### src/verilog/flash_seq_pkg.sv
// Constants and carrier types of the in-application flash sequencer
`default_nettype none
package flash_seq_pkg;

  ////////////////////////////////////////////////////////////////////////////
  // Special-function register addresses
  localparam logic [7:0] SFR_CHIP_CONTROL  = 8'h9F;
  localparam logic [7:0] SFR_OP_TRIGGER    = 8'hA4;
  localparam logic [7:0] SFR_REGION_UEN    = 8'hA5;
  localparam logic [7:0] SFR_ADDR_LOW      = 8'hA6;
  localparam logic [7:0] SFR_ADDR_HIGH     = 8'hA7;
  localparam logic [7:0] SFR_DATA          = 8'hAE;
  localparam logic [7:0] SFR_COMMAND       = 8'hAF;
  localparam logic [7:0] SFR_TIMED_ACCESS  = 8'hC7;

  // Reset values
  localparam logic [7:0] CHIP_CONTROL_RST  = 8'h00;
  localparam logic [2:0] REGION_UEN_RST    = 3'h0;
  localparam logic [15:0] ADDR_RST         = 16'h0000;
  localparam logic [7:0] DATA_RST          = 8'h00;
  localparam logic [7:0] COMMAND_RST       = 8'h30;

  // Timed-access unlock pair
  localparam logic [7:0] TA_KEY_FIRST      = 8'hAA;
  localparam logic [7:0] TA_KEY_SECOND     = 8'h55;

  // Field positions
  localparam int CC_EN_BIT      = 0;
  localparam int CC_FAULT_BIT   = 6;
  localparam int TRIG_GO_BIT    = 0;
  localparam int UEN_MAIN_BIT   = 0;
  localparam int UEN_BOOT_BIT   = 1;
  localparam int UEN_CFG_BIT    = 2;
  localparam int CMD_BLK_LSB    = 6;
  localparam int PAGE_BITS      = 8;

  // Block select codes
  localparam logic [1:0] BLK_MAIN = 2'h0;
  localparam logic [1:0] BLK_BOOT = 2'h1;
  localparam logic [1:0] BLK_CFG  = 2'h3;

  // Operation codes: {output_enable_bit, control_enable_bit, function_code}
  localparam logic [5:0] OP_READ  = 6'h00;
  localparam logic [5:0] OP_PROG  = 6'h21;
  localparam logic [5:0] OP_ERASE = 6'h22;
  localparam logic [5:0] OP_MAKER = 6'h0B;
  localparam logic [5:0] OP_PART  = 6'h0C;
  localparam logic [5:0] OP_UID   = 6'h04;

  // Address limits
  localparam logic [15:0] CFG_ADDR_MAX  = 16'h0004;
  localparam logic [15:0] CFG_ADDR_GAP  = 16'h0003;
  localparam logic [15:0] PART_ADDR_MAX = 16'h0001;
  localparam logic [15:0] UID_ADDR_MAX  = 16'h000B;

  // Timing
  localparam int CLK_MHZ       = 200;
  localparam int PROG_TIME_NS  = 50000;
  localparam int ERASE_TIME_US = 28000;
  localparam int PROG_CYCLES   = PROG_TIME_NS * CLK_MHZ / 1000;
  localparam int ERASE_CYCLES  = ERASE_TIME_US * CLK_MHZ;
  localparam int CNT_W         = 23;

  ////////////////////////////////////////////////////////////////////////////
  typedef enum logic [2:0] {
    ST_IDLE  = 3'b000,
    ST_READ  = 3'b001,
    ST_PROG  = 3'b010,
    ST_ERASE = 3'b011
  } op_state_t;

  typedef struct packed {
    logic       wr;
    logic [7:0] addr;
    logic [7:0] wdata;
  } sfr_req_t;

  typedef struct packed {
    logic        rd;
    logic        prog;
    logic        erase;
    logic [1:0]  region;
    logic [15:0] addr;
    logic [7:0]  wdata;
  } flash_req_t;

  typedef struct packed {
    op_state_t        st;
    logic [1:0]       ta_stage;
    logic             en;
    logic             fault;
    logic [2:0]       uen;
    logic [15:0]      addr;
    logic [7:0]       data;
    logic [7:0]       cmd;
    logic [CNT_W-1:0] cnt;
    logic [2:0]       bo_sync;
    logic             bo_low;
    logic [7:0]       rdata;
  } ctl_state_t;

endpackage : flash_seq_pkg
`default_nettype wire

### src/verilog/in_app_flash_program_ctrl.sv
// In-application flash sequencer: SFR file, command decode, fault checks, timing
`timescale 1ns/1ps
`default_nettype none

// Notes on behaviour
// - Fault when the target address exceeds the selected region size.
// - Fault when the command encoding is not a defined code.
// - Fault and no flash change when erasing/programming a region not enabled.
// - Fault and block modify under brown-out with inhibit, detect on, reset off.
// - Fault flag stays set until software clears it.
// - Bit 0 of chip control enables the sequencer and the RC oscillator.
// - Update enables: bit 2 config, bit 1 boot, bit 0 main area.
// - Protected writes accepted only right after unlock bytes AA then 55.
// - Block field: 00 main, 01 boot, 11 configuration bytes.
// - Commands: 0/0/0000 read, 1/0/0001 program, 1/0/0010 page erase.
// - Code 1011 returns maker code; 1100 returns part code low/high by address.
// - Code 0100 returns unique code byte for addresses 0 to B.
// - Config bytes at 0,1,2,4; config erase clears them all together.
// - Erase works on 256-byte pages chosen by the address high byte.
// - Trigger stalls the CPU until the operation finishes.
// - Trigger bit self-clears and always reads zero.
// - Program uses loaded data; read result lands in data register.
// - Target address is high register bits 15:8, low register bits 7:0.
// - Clearing the enable blocks triggers and stops the RC oscillator.
// - Code lock does not restrict any operation.
// - Erase and program are timed internally: 28 ms and 50 us.
module in_app_flash_program_ctrl #(
  parameter int unsigned PROG_CYC   = flash_seq_pkg::PROG_CYCLES,
  parameter int unsigned ERASE_CYC  = flash_seq_pkg::ERASE_CYCLES,
  parameter logic [15:0] MAIN_SIZE  = 16'h4000,
  parameter logic [15:0] BOOT_SIZE  = 16'h1000,
  parameter logic [7:0]  MAKER_CODE = 8'h5A,   // Arbitrary value
  parameter logic [15:0] PART_CODE  = 16'h1234 // Arbitrary value
) (
  // Clock and reset
  input  wire logic                      sys_clk_i,
  input  wire logic                      rst_b_i,
  // Special-function register port
  input  wire flash_seq_pkg::sfr_req_t   sfr_req_i,
  output logic [7:0]                     sfr_rdata_o,
  // Brown-out and configuration levels
  input  wire logic                      brownout_low_i,
  input  wire logic                      brownout_inhibit_i,
  input  wire logic                      brownout_detect_enable_i,
  input  wire logic                      brownout_reset_enable_i,
  input  wire logic [95:0]               unique_code_i,
  // CPU and clock control
  output logic                           cpu_hold_o,
  output logic                           internal_rc_osc_en_o,
  // Flash array
  output flash_seq_pkg::flash_req_t      flash_req_o,
  input  wire logic [7:0]                flash_rdata_i
);

  flash_seq_pkg::ctl_state_t cur_r;
  flash_seq_pkg::ctl_state_t cur_nxt;

  logic        prot_ok;
  logic        go;
  logic [5:0]  op;
  logic [1:0]  blk;
  logic        bad_cmd;
  logic        oversize;
  logic        is_mod;
  logic        uen_ok;
  logic        bo_block;
  logic        fault_evt;
  logic [15:0] region_lim;

  //////////////////////////////////////////////////////////////////////////////
  // Decode and checks
  assign prot_ok = sfr_req_i.wr && (cur_r.ta_stage == 2'd2);
  assign go = prot_ok && (sfr_req_i.addr == flash_seq_pkg::SFR_OP_TRIGGER)
              && sfr_req_i.wdata[flash_seq_pkg::TRIG_GO_BIT]
              && cur_r.en && (cur_r.st == flash_seq_pkg::ST_IDLE);
  assign op  = cur_r.cmd[5:0];
  assign blk = cur_r.cmd[7:flash_seq_pkg::CMD_BLK_LSB];
  assign is_mod = (op == flash_seq_pkg::OP_PROG) || (op == flash_seq_pkg::OP_ERASE);
  // Lock state is deliberately not an input: it never gates anything

  always_comb begin
    bad_cmd = 1'b0;
    case (op)
      flash_seq_pkg::OP_READ,
      flash_seq_pkg::OP_PROG,
      flash_seq_pkg::OP_ERASE: bad_cmd = (blk == 2'h2);
      flash_seq_pkg::OP_MAKER,
      flash_seq_pkg::OP_PART,
      flash_seq_pkg::OP_UID:   bad_cmd = 1'b0;
      default:                 bad_cmd = 1'b1;
    endcase
  end

  always_comb begin
    region_lim = MAIN_SIZE;
    uen_ok     = cur_r.uen[flash_seq_pkg::UEN_MAIN_BIT];
    case (blk)
      flash_seq_pkg::BLK_BOOT: begin
        region_lim = BOOT_SIZE;
        uen_ok     = cur_r.uen[flash_seq_pkg::UEN_BOOT_BIT];
      end
      flash_seq_pkg::BLK_CFG: begin
        region_lim = flash_seq_pkg::CFG_ADDR_MAX + 16'h0001;
        uen_ok     = cur_r.uen[flash_seq_pkg::UEN_CFG_BIT];
      end
      default: begin
        region_lim = MAIN_SIZE;
        uen_ok     = cur_r.uen[flash_seq_pkg::UEN_MAIN_BIT];
      end
    endcase
  end

  always_comb begin
    oversize = 1'b0;
    case (op)
      flash_seq_pkg::OP_PART: oversize = cur_r.addr > flash_seq_pkg::PART_ADDR_MAX;
      flash_seq_pkg::OP_UID:  oversize = cur_r.addr > flash_seq_pkg::UID_ADDR_MAX;
      flash_seq_pkg::OP_READ,
      flash_seq_pkg::OP_PROG,
      flash_seq_pkg::OP_ERASE: begin
        if (blk == flash_seq_pkg::BLK_CFG) begin
          // Config erase clears every byte, so its address is not checked
          oversize = (op != flash_seq_pkg::OP_ERASE)
                     && ((cur_r.addr >= region_lim)
                         || (cur_r.addr == flash_seq_pkg::CFG_ADDR_GAP));
        end else begin
          oversize = cur_r.addr >= region_lim;
        end
      end
      default: oversize = 1'b0;
    endcase
  end

  assign bo_block = cur_r.bo_low && brownout_inhibit_i
                    && brownout_detect_enable_i && !brownout_reset_enable_i;
  assign fault_evt = go && (bad_cmd || oversize || (is_mod && !uen_ok)
                            || (is_mod && bo_block));

  //////////////////////////////////////////////////////////////////////////////
  // Next state
  always_comb begin
    cur_nxt = cur_r;
    // Brown-out level: three flops, change taken once the last two agree
    cur_nxt.bo_sync = {cur_r.bo_sync[1:0], brownout_low_i};
    if (cur_r.bo_sync[1] == cur_r.bo_sync[2]) begin
      cur_nxt.bo_low = cur_r.bo_sync[2];
    end
    // Unlock window closes on any other write
    if (sfr_req_i.wr) begin
      cur_nxt.ta_stage = 2'd0;
      if (sfr_req_i.addr == flash_seq_pkg::SFR_TIMED_ACCESS) begin
        if (sfr_req_i.wdata == flash_seq_pkg::TA_KEY_FIRST) begin
          cur_nxt.ta_stage = 2'd1;
        end else if ((sfr_req_i.wdata == flash_seq_pkg::TA_KEY_SECOND)
                     && (cur_r.ta_stage == 2'd1)) begin
          cur_nxt.ta_stage = 2'd2;
        end
      end
      case (sfr_req_i.addr)
        flash_seq_pkg::SFR_CHIP_CONTROL: begin
          if (prot_ok) begin
            cur_nxt.en    = sfr_req_i.wdata[flash_seq_pkg::CC_EN_BIT];
            cur_nxt.fault = cur_r.fault & sfr_req_i.wdata[flash_seq_pkg::CC_FAULT_BIT];
          end
        end
        flash_seq_pkg::SFR_REGION_UEN: begin
          if (prot_ok) begin
            cur_nxt.uen = sfr_req_i.wdata[2:0];
          end
        end
        flash_seq_pkg::SFR_ADDR_LOW:  cur_nxt.addr[7:0]  = sfr_req_i.wdata;
        flash_seq_pkg::SFR_ADDR_HIGH: cur_nxt.addr[15:8] = sfr_req_i.wdata;
        flash_seq_pkg::SFR_DATA:      cur_nxt.data       = sfr_req_i.wdata;
        flash_seq_pkg::SFR_COMMAND:   cur_nxt.cmd        = sfr_req_i.wdata;
        default: ;
      endcase
    end
    // Hardware set beats a software clear in the same cycle
    if (fault_evt) begin
      cur_nxt.fault = 1'b1;
    end
    case (cur_r.st)
      flash_seq_pkg::ST_IDLE: begin
        if (go && !fault_evt) begin
          case (op)
            flash_seq_pkg::OP_READ: cur_nxt.st = flash_seq_pkg::ST_READ;
            flash_seq_pkg::OP_PROG: begin
              cur_nxt.st  = flash_seq_pkg::ST_PROG;
              cur_nxt.cnt = flash_seq_pkg::CNT_W'(PROG_CYC - 1);
            end
            flash_seq_pkg::OP_ERASE: begin
              cur_nxt.st  = flash_seq_pkg::ST_ERASE;
              cur_nxt.cnt = flash_seq_pkg::CNT_W'(ERASE_CYC - 1);
            end
            flash_seq_pkg::OP_MAKER: cur_nxt.data = MAKER_CODE;
            flash_seq_pkg::OP_PART:
              cur_nxt.data = cur_r.addr[0] ? PART_CODE[15:8] : PART_CODE[7:0];
            flash_seq_pkg::OP_UID:
              cur_nxt.data = unique_code_i[{cur_r.addr[3:0], 3'b000} +: 8];
            default: ;
          endcase
        end
      end
      flash_seq_pkg::ST_READ: begin
        cur_nxt.data = flash_rdata_i;
        cur_nxt.st   = flash_seq_pkg::ST_IDLE;
      end
      flash_seq_pkg::ST_PROG,
      flash_seq_pkg::ST_ERASE: begin
        if (cur_r.cnt == '0) begin
          cur_nxt.st = flash_seq_pkg::ST_IDLE;
        end else begin
          cur_nxt.cnt = cur_r.cnt - 1'b1;
        end
      end
      default: cur_nxt.st = flash_seq_pkg::ST_IDLE;
    endcase
    // Registered read-back of the addressed register
    case (sfr_req_i.addr)
      flash_seq_pkg::SFR_CHIP_CONTROL: begin
        cur_nxt.rdata = 8'h00;
        cur_nxt.rdata[flash_seq_pkg::CC_EN_BIT]    = cur_r.en;
        cur_nxt.rdata[flash_seq_pkg::CC_FAULT_BIT] = cur_r.fault;
      end
      flash_seq_pkg::SFR_REGION_UEN: cur_nxt.rdata = {5'h00, cur_r.uen};
      flash_seq_pkg::SFR_ADDR_LOW:   cur_nxt.rdata = cur_r.addr[7:0];
      flash_seq_pkg::SFR_ADDR_HIGH:  cur_nxt.rdata = cur_r.addr[15:8];
      flash_seq_pkg::SFR_DATA:       cur_nxt.rdata = cur_r.data;
      flash_seq_pkg::SFR_COMMAND:    cur_nxt.rdata = cur_r.cmd;
      default:                       cur_nxt.rdata = 8'h00;
    endcase
  end

  always_ff @(posedge sys_clk_i or negedge rst_b_i) begin
    if (!rst_b_i) begin
      cur_r          <= '0;
      cur_r.st       <= flash_seq_pkg::ST_IDLE;
      cur_r.en       <= flash_seq_pkg::CHIP_CONTROL_RST[flash_seq_pkg::CC_EN_BIT];
      cur_r.fault    <= flash_seq_pkg::CHIP_CONTROL_RST[flash_seq_pkg::CC_FAULT_BIT];
      cur_r.uen      <= flash_seq_pkg::REGION_UEN_RST;
      cur_r.addr     <= flash_seq_pkg::ADDR_RST;
      cur_r.data     <= flash_seq_pkg::DATA_RST;
      cur_r.cmd      <= flash_seq_pkg::COMMAND_RST;
    end else begin
      cur_r <= cur_nxt;
    end
  end

  //////////////////////////////////////////////////////////////////////////////
  // Outputs
  assign sfr_rdata_o          = cur_r.rdata;
  assign cpu_hold_o           = cur_r.st != flash_seq_pkg::ST_IDLE;
  // Oscillator stays on through an operation even if enable drops
  assign internal_rc_osc_en_o = cur_r.en || cpu_hold_o;
  assign flash_req_o.rd       = cur_r.st == flash_seq_pkg::ST_READ;
  assign flash_req_o.prog     = cur_r.st == flash_seq_pkg::ST_PROG;
  assign flash_req_o.erase    = cur_r.st == flash_seq_pkg::ST_ERASE;
  assign flash_req_o.region   = blk;
  assign flash_req_o.addr     = flash_req_o.erase
                                ? {cur_r.addr[15:flash_seq_pkg::PAGE_BITS],
                                   {flash_seq_pkg::PAGE_BITS{1'b0}}}
                                : cur_r.addr;
  assign flash_req_o.wdata    = cur_r.data;
endmodule : in_app_flash_program_ctrl
`default_nettype wire

### config.mk
export PLATFORM = sky130hd
export DESIGN_NAME = in_app_flash_program_ctrl
export DESIGN_NICKNAME = d
export VERILOG_FILES = /design/src/verilog/flash_seq_pkg.sv /design/src/verilog/in_app_flash_program_ctrl.sv
export SDC_FILE = /design/constraint.sdc
export NUM_CORES = 1
export LEC_CHECK = 0
export ABC_AREA = 1
export BUFFER_PORTS_ARGS = -buffer_cell sky130_fd_sc_hd__buf_2
export CORE_MARGIN = 2
export CORE_UTILIZATION = 44
export DETAILED_ROUTE_END_ITERATION = 12
export GPL_TIMING_DRIVEN = 0
export PLACE_DENSITY = 0.7
export SLEW_MARGIN = 40
export SYNTH_ARGS = -nofsm -noshare
export SYNTH_HDL_FRONTEND = slang
export SYNTH_SLANG_ARGS = --single-unit
### constraint.sdc
create_clock -name sys_clk_i -period 2.9 [get_ports sys_clk_i]
set_input_delay 0.29 -clock sys_clk_i [delete_from_list [all_inputs] [get_ports sys_clk_i]]
set_output_delay 0.29 -clock sys_clk_i [all_outputs]
set_load 0.02 [all_outputs]
### After elaboration in Yosys (flattened, before gate mapping)

Cells that the tools add are included.

| operators by class | value |
|---|---|
| $add $sub $neg | 1 |
| magnitude comparators | 3 |
| eq/ne operators | 31 |
| shifts and indexed selects | 1 |
| muxes and demuxes | 32 |
| bitwise operators | 1 |
| reductions and logical operators | 42 |

Operator list:

| operator | count |
|---|---|
| $shiftx 96x8->8 | 1 |
| $pmux 23 s2 | 2 |
| $eq 8x8->1 const B | 9 |
| $mux 8 | 6 |
| $pmux 8 s6 | 1 |
| $mux 23 | 2 |
| $mux 36 | 1 |
| $pmux 15 s2 | 1 |
| $pmux 8 s3 | 1 |
| $logic_not 23->1 | 1 |
| $sub 23x1->23 const B | 1 |
| $eq 16x2->1 const B | 1 |
| $ge 16x15->1 | 1 |
| $gt 16x1->1 const B | 1 |
| $gt 16x4->1 const B | 1 |
| $pmux 8 s2 | 1 |
| $logic_and 1x1->1 | 14 |
| $eq 6x4->1 const B | 2 |
| $eq 6x6->1 const B | 2 |
| $mux 3 | 4 |
| $reduce_and 3->1 | 4 |
| $pmux 3 s3 | 1 |
| $eq 8x7->1 const B | 1 |
| $reduce_bool 2->1 | 4 |
| 27 further kinds | 48 |

| storage, ports and cells | value |
|---|---|
| register bits after elaboration | 77 |

### Longest topological paths before layout

| depth | value |
|---|---|
| depth in word-level cells | 15 |
| depth in mapped cells | 20 |
| depth with buffers taken out | 18 |

### Worst setup path after synthesis

OpenSTA, ideal clock, no wires.

| timing path | value |
|---|---|
| path kind | reg-to-reg |
| from | register cur_r[51] in the netlist's numbering |
| to | register cur_r (netlist bit flash_req_o[6]) |
| setup time | 0.122 ns |
| arrival time | 2.158 ns |
| setup slack | 0.620 ns |
| cell stages (with the launch flop) | 21 |
| buffers on the path | 3 |
| cell sequence | dfrtp_1 inv_1 buf_2 buf_1 ha_1 nand3b_1 nand2_1 nand3_1 nand2_1 nand2_1 nand2_1 nand2_1 nand2_1 nand2_1 nand2_2 buf_6 nand3_4 nand2_1 nand2_1 nand2_1 nand2_1 |

RTL lines:

| element | line | RTL |
|---|---|---|
| start, declared | in_app_flash_program_ctrl.sv:55 | `flash_seq_pkg::ctl_state_t cur_r;` |
| start signal, assigned | in_app_flash_program_ctrl.sv:245 | `cur_r <= cur_nxt;` |

==> out/metrics.yaml <==
routed_wl_um: 18800
async_reset_ff_share_pct: 100
critical_path_class: "flop to flop"
clk_latency_ps: 340
path_clk_slew_ps: 70
drt_first_iter_violations: 674
power.total_mw: 2.92
grt_use_met2_pct: 45.2
grt_busiest_layer: "met2"
core_area_um2: 12600
grt_pass1_wl_um: 30100
antenna_found_initial: 0
r2r_cells: 19
synth_area_um2: 5630
synth.net_count: 994
synth_edf_count: 0
cap_violations: 0
wire_per_inst_um: 15.4
skew_ps: 9.37
yosysTopAreaCell: "dfrtp_1"
synthToLayoutAreaGrowth_pct: 25.3
synth_top_flop_cell: "dfrtp_1"
clock_path_buffers: 2
yosysSeqAreaShare_pct: 33.8
worst_hold_slack_ps: 59.2
post_cts_buffers: 0
ir_worst_vdd_mv: 0.306
cts_tree: "done"
yosys_warnings: 0
io_buffers: 165
dieArea_um2: 13700
row_count: 41
grt_max_degree: 41
whs_path_depth: 1
grtUsageMet1_pct: 39.0
clock_sinks: 76
hpwl_um: 14700
arrival_ps: 2780
antennaDiodeCount: 0
dpl.cell_count: 1200
initial_core_util_pct: 44.8
fill_cells: 1289
yosys-top-cells-area: "dfrtp_1 33%, nand2_1 19%, nor2_1 6.9%"
worst_pin_slew_ps: 649
die_y_um: 117
grt_usage_pct: 28.7
hp-class: "primary input to flop"
drc: 0
finalNonFillerCells: 1216
drtAntennaViolNets: 0
synth_common_cells: "290 x nand2_1, 103 x nor2_1, 76 x inv_1"
place_congestion: 0.968
min_period_ps: 2550
clk_root_buffer_cell: "clkbuf_16"
finalHoldViolCount: 0
fin_crit_sh_pct: 87.9
powerDensity_nw_per_um2: 414
synthCells: 862
startpoint_type: "flop"
grt_use_met3_pct: 5.97
setup_viol: 0
slew_headroom_pct: 56.3
die_w_um: 117
outcome: "finished, final reports clean"
drive_gt1_share_pct: 24.3
synth.avg_cell_area_um2: 6.53
cp_data_required_time_ps: 3130
vias: 6353
via_per_inst: 5.22
yosysMostFrequentCell: "nand2_1"
fin_tns_setup_ps: 0
drv_slew: 0
rsz0062_at_grt: "no"
detail_route.first_pass.iterations: 6
htree_levels: 3
critPathCaptureType: "flop"
cts_buffers: 9
overflow: 0
synth_seq_cells: 76
cts_resized: 0
fin_nets: 1171
grt_pass1_vias: 5990
netlist.area_leader.share_pct: 32.9
leakagePower_nw: 3.73
synth_cell_type_count: 47
io_pins: 166
cp_max_fo: 19
fmaxAchievable_mhz: 392
## where the power goes
group / total (mW) / switching, mW / internal [mW]
sequential: 1.14 / 0.0418 / 1.10
combinational: 0.466 / 0.280 / 0.187
clock: 1.32 / 0.471 / 0.847
total: 2.92 / 0.793 / 2.13
## routing by layer
layer  part of all wire [%]  vias up
li1                       -     3133
met1                     43     2877
met2                     45      286
met3                    8.1       57
met4                    3.5        0
met5                      0        -
## critical path: stages (launching register included)
cell and delay, ps:
dfrtp_1 380, inv_1 70, buf_2 370, ha_1 300, nand3b_1 150, nand2_1 80
nand3_1 90, nand2_1 70, nand2_1 40, nand2_1 50, nand2_1 80, nand2_1 70
nand2_1 50, nand2_2 90, buf_6 160, nand3_4 130, nand2_1 100, nand2_1 50
nand2_1 60, nand2_1 50
## path summary, 6_finish.rpt
path,startpoint,end,slack (ps)
hold / removal,brownout_low_i,cur_nxt[10],60
min in group asynchronous,rst_b_i,cur_r[63],420
max in group asynchronous,rst_b_i,cur_r[23],1950
setup reg to reg,cur_r[51],flash_req_o[5],350
hold reg to reg,cur_nxt[10],cur_nxt[11],360
setup / recovery,cur_r[51],flash_req_o[5],350
## per-stage QoR
stage | setup slack (ps) | util [%] | instance area (um2)
after floorplan | 620 | - | 5630
after global placement | 72.6 | 53.1 | 6670
after detailed placement | 87.0 | 53.3 | 6700
after CTS | 8.92 | 56.1 | 7050
after global routing | 84.1 | 56.1 | 7050
final | 351 | 56.1 | 7050
## area by class of cell
class	instances	area (um2)	area share, %
Multi-Input combinational cell	649	3070	43.5
Sequential cell	76	1900	27.0
Timing Repair Buffer	167	862	12.2
Buffer	52	339	4.81
Inverter	84	315	4.47
Clock buffer	9	225	3.19
Tap cell	172	215	3.05
Clock inverter	7	124	1.76
## cell usage in the layout (no fill, tap or decap), types with 6 or more instances in the layout
cell type	netlist	layout
clkbuf_16	0	9
nand3_1	61	61
buf_4	31	31
dfrtp_1	74	74
o21ai_0	73	73
nor3_1	6	6
o21ai_1	7	7
a22o_1	7	7
a21oi_1	13	13
nand2_1	290	290
nand4_1	24	24
nor2_1	103	103
clkbuf_1	9	9
inv_2	6	6
buf_2	10	174
inv_1	76	76
## registers in the layout, summed over array words and instances (netlist names)
| register | cells |
|---|---|
| sfr_rdata_o | 8 |
| cur_r | 56 |
| cur_nxt | 2 |
| flash_req_o | 10 |
## timing repair
action	4_1_cts	5_1_grt
setup endpoints to repair	0	33
hold buffers	1	0
hold endpoints to repair	34	0
## cells by family (layout without fill, tap and decap cells)
kind of cell	count (synthesis)	count (layout)	synth area share [%]
AO/OA/AOI/OAI	126	126	13.1
XOR/XNOR	7	7	1.09
adder cells (fa/ha/maj)	6	6	1.29
buffers and inverters	137	319	11.7
flip-flops	76	76	33.8
AND/OR/NAND/NOR	510	510	39.0
No activity file was read; power rests on OpenSTA's default activity.
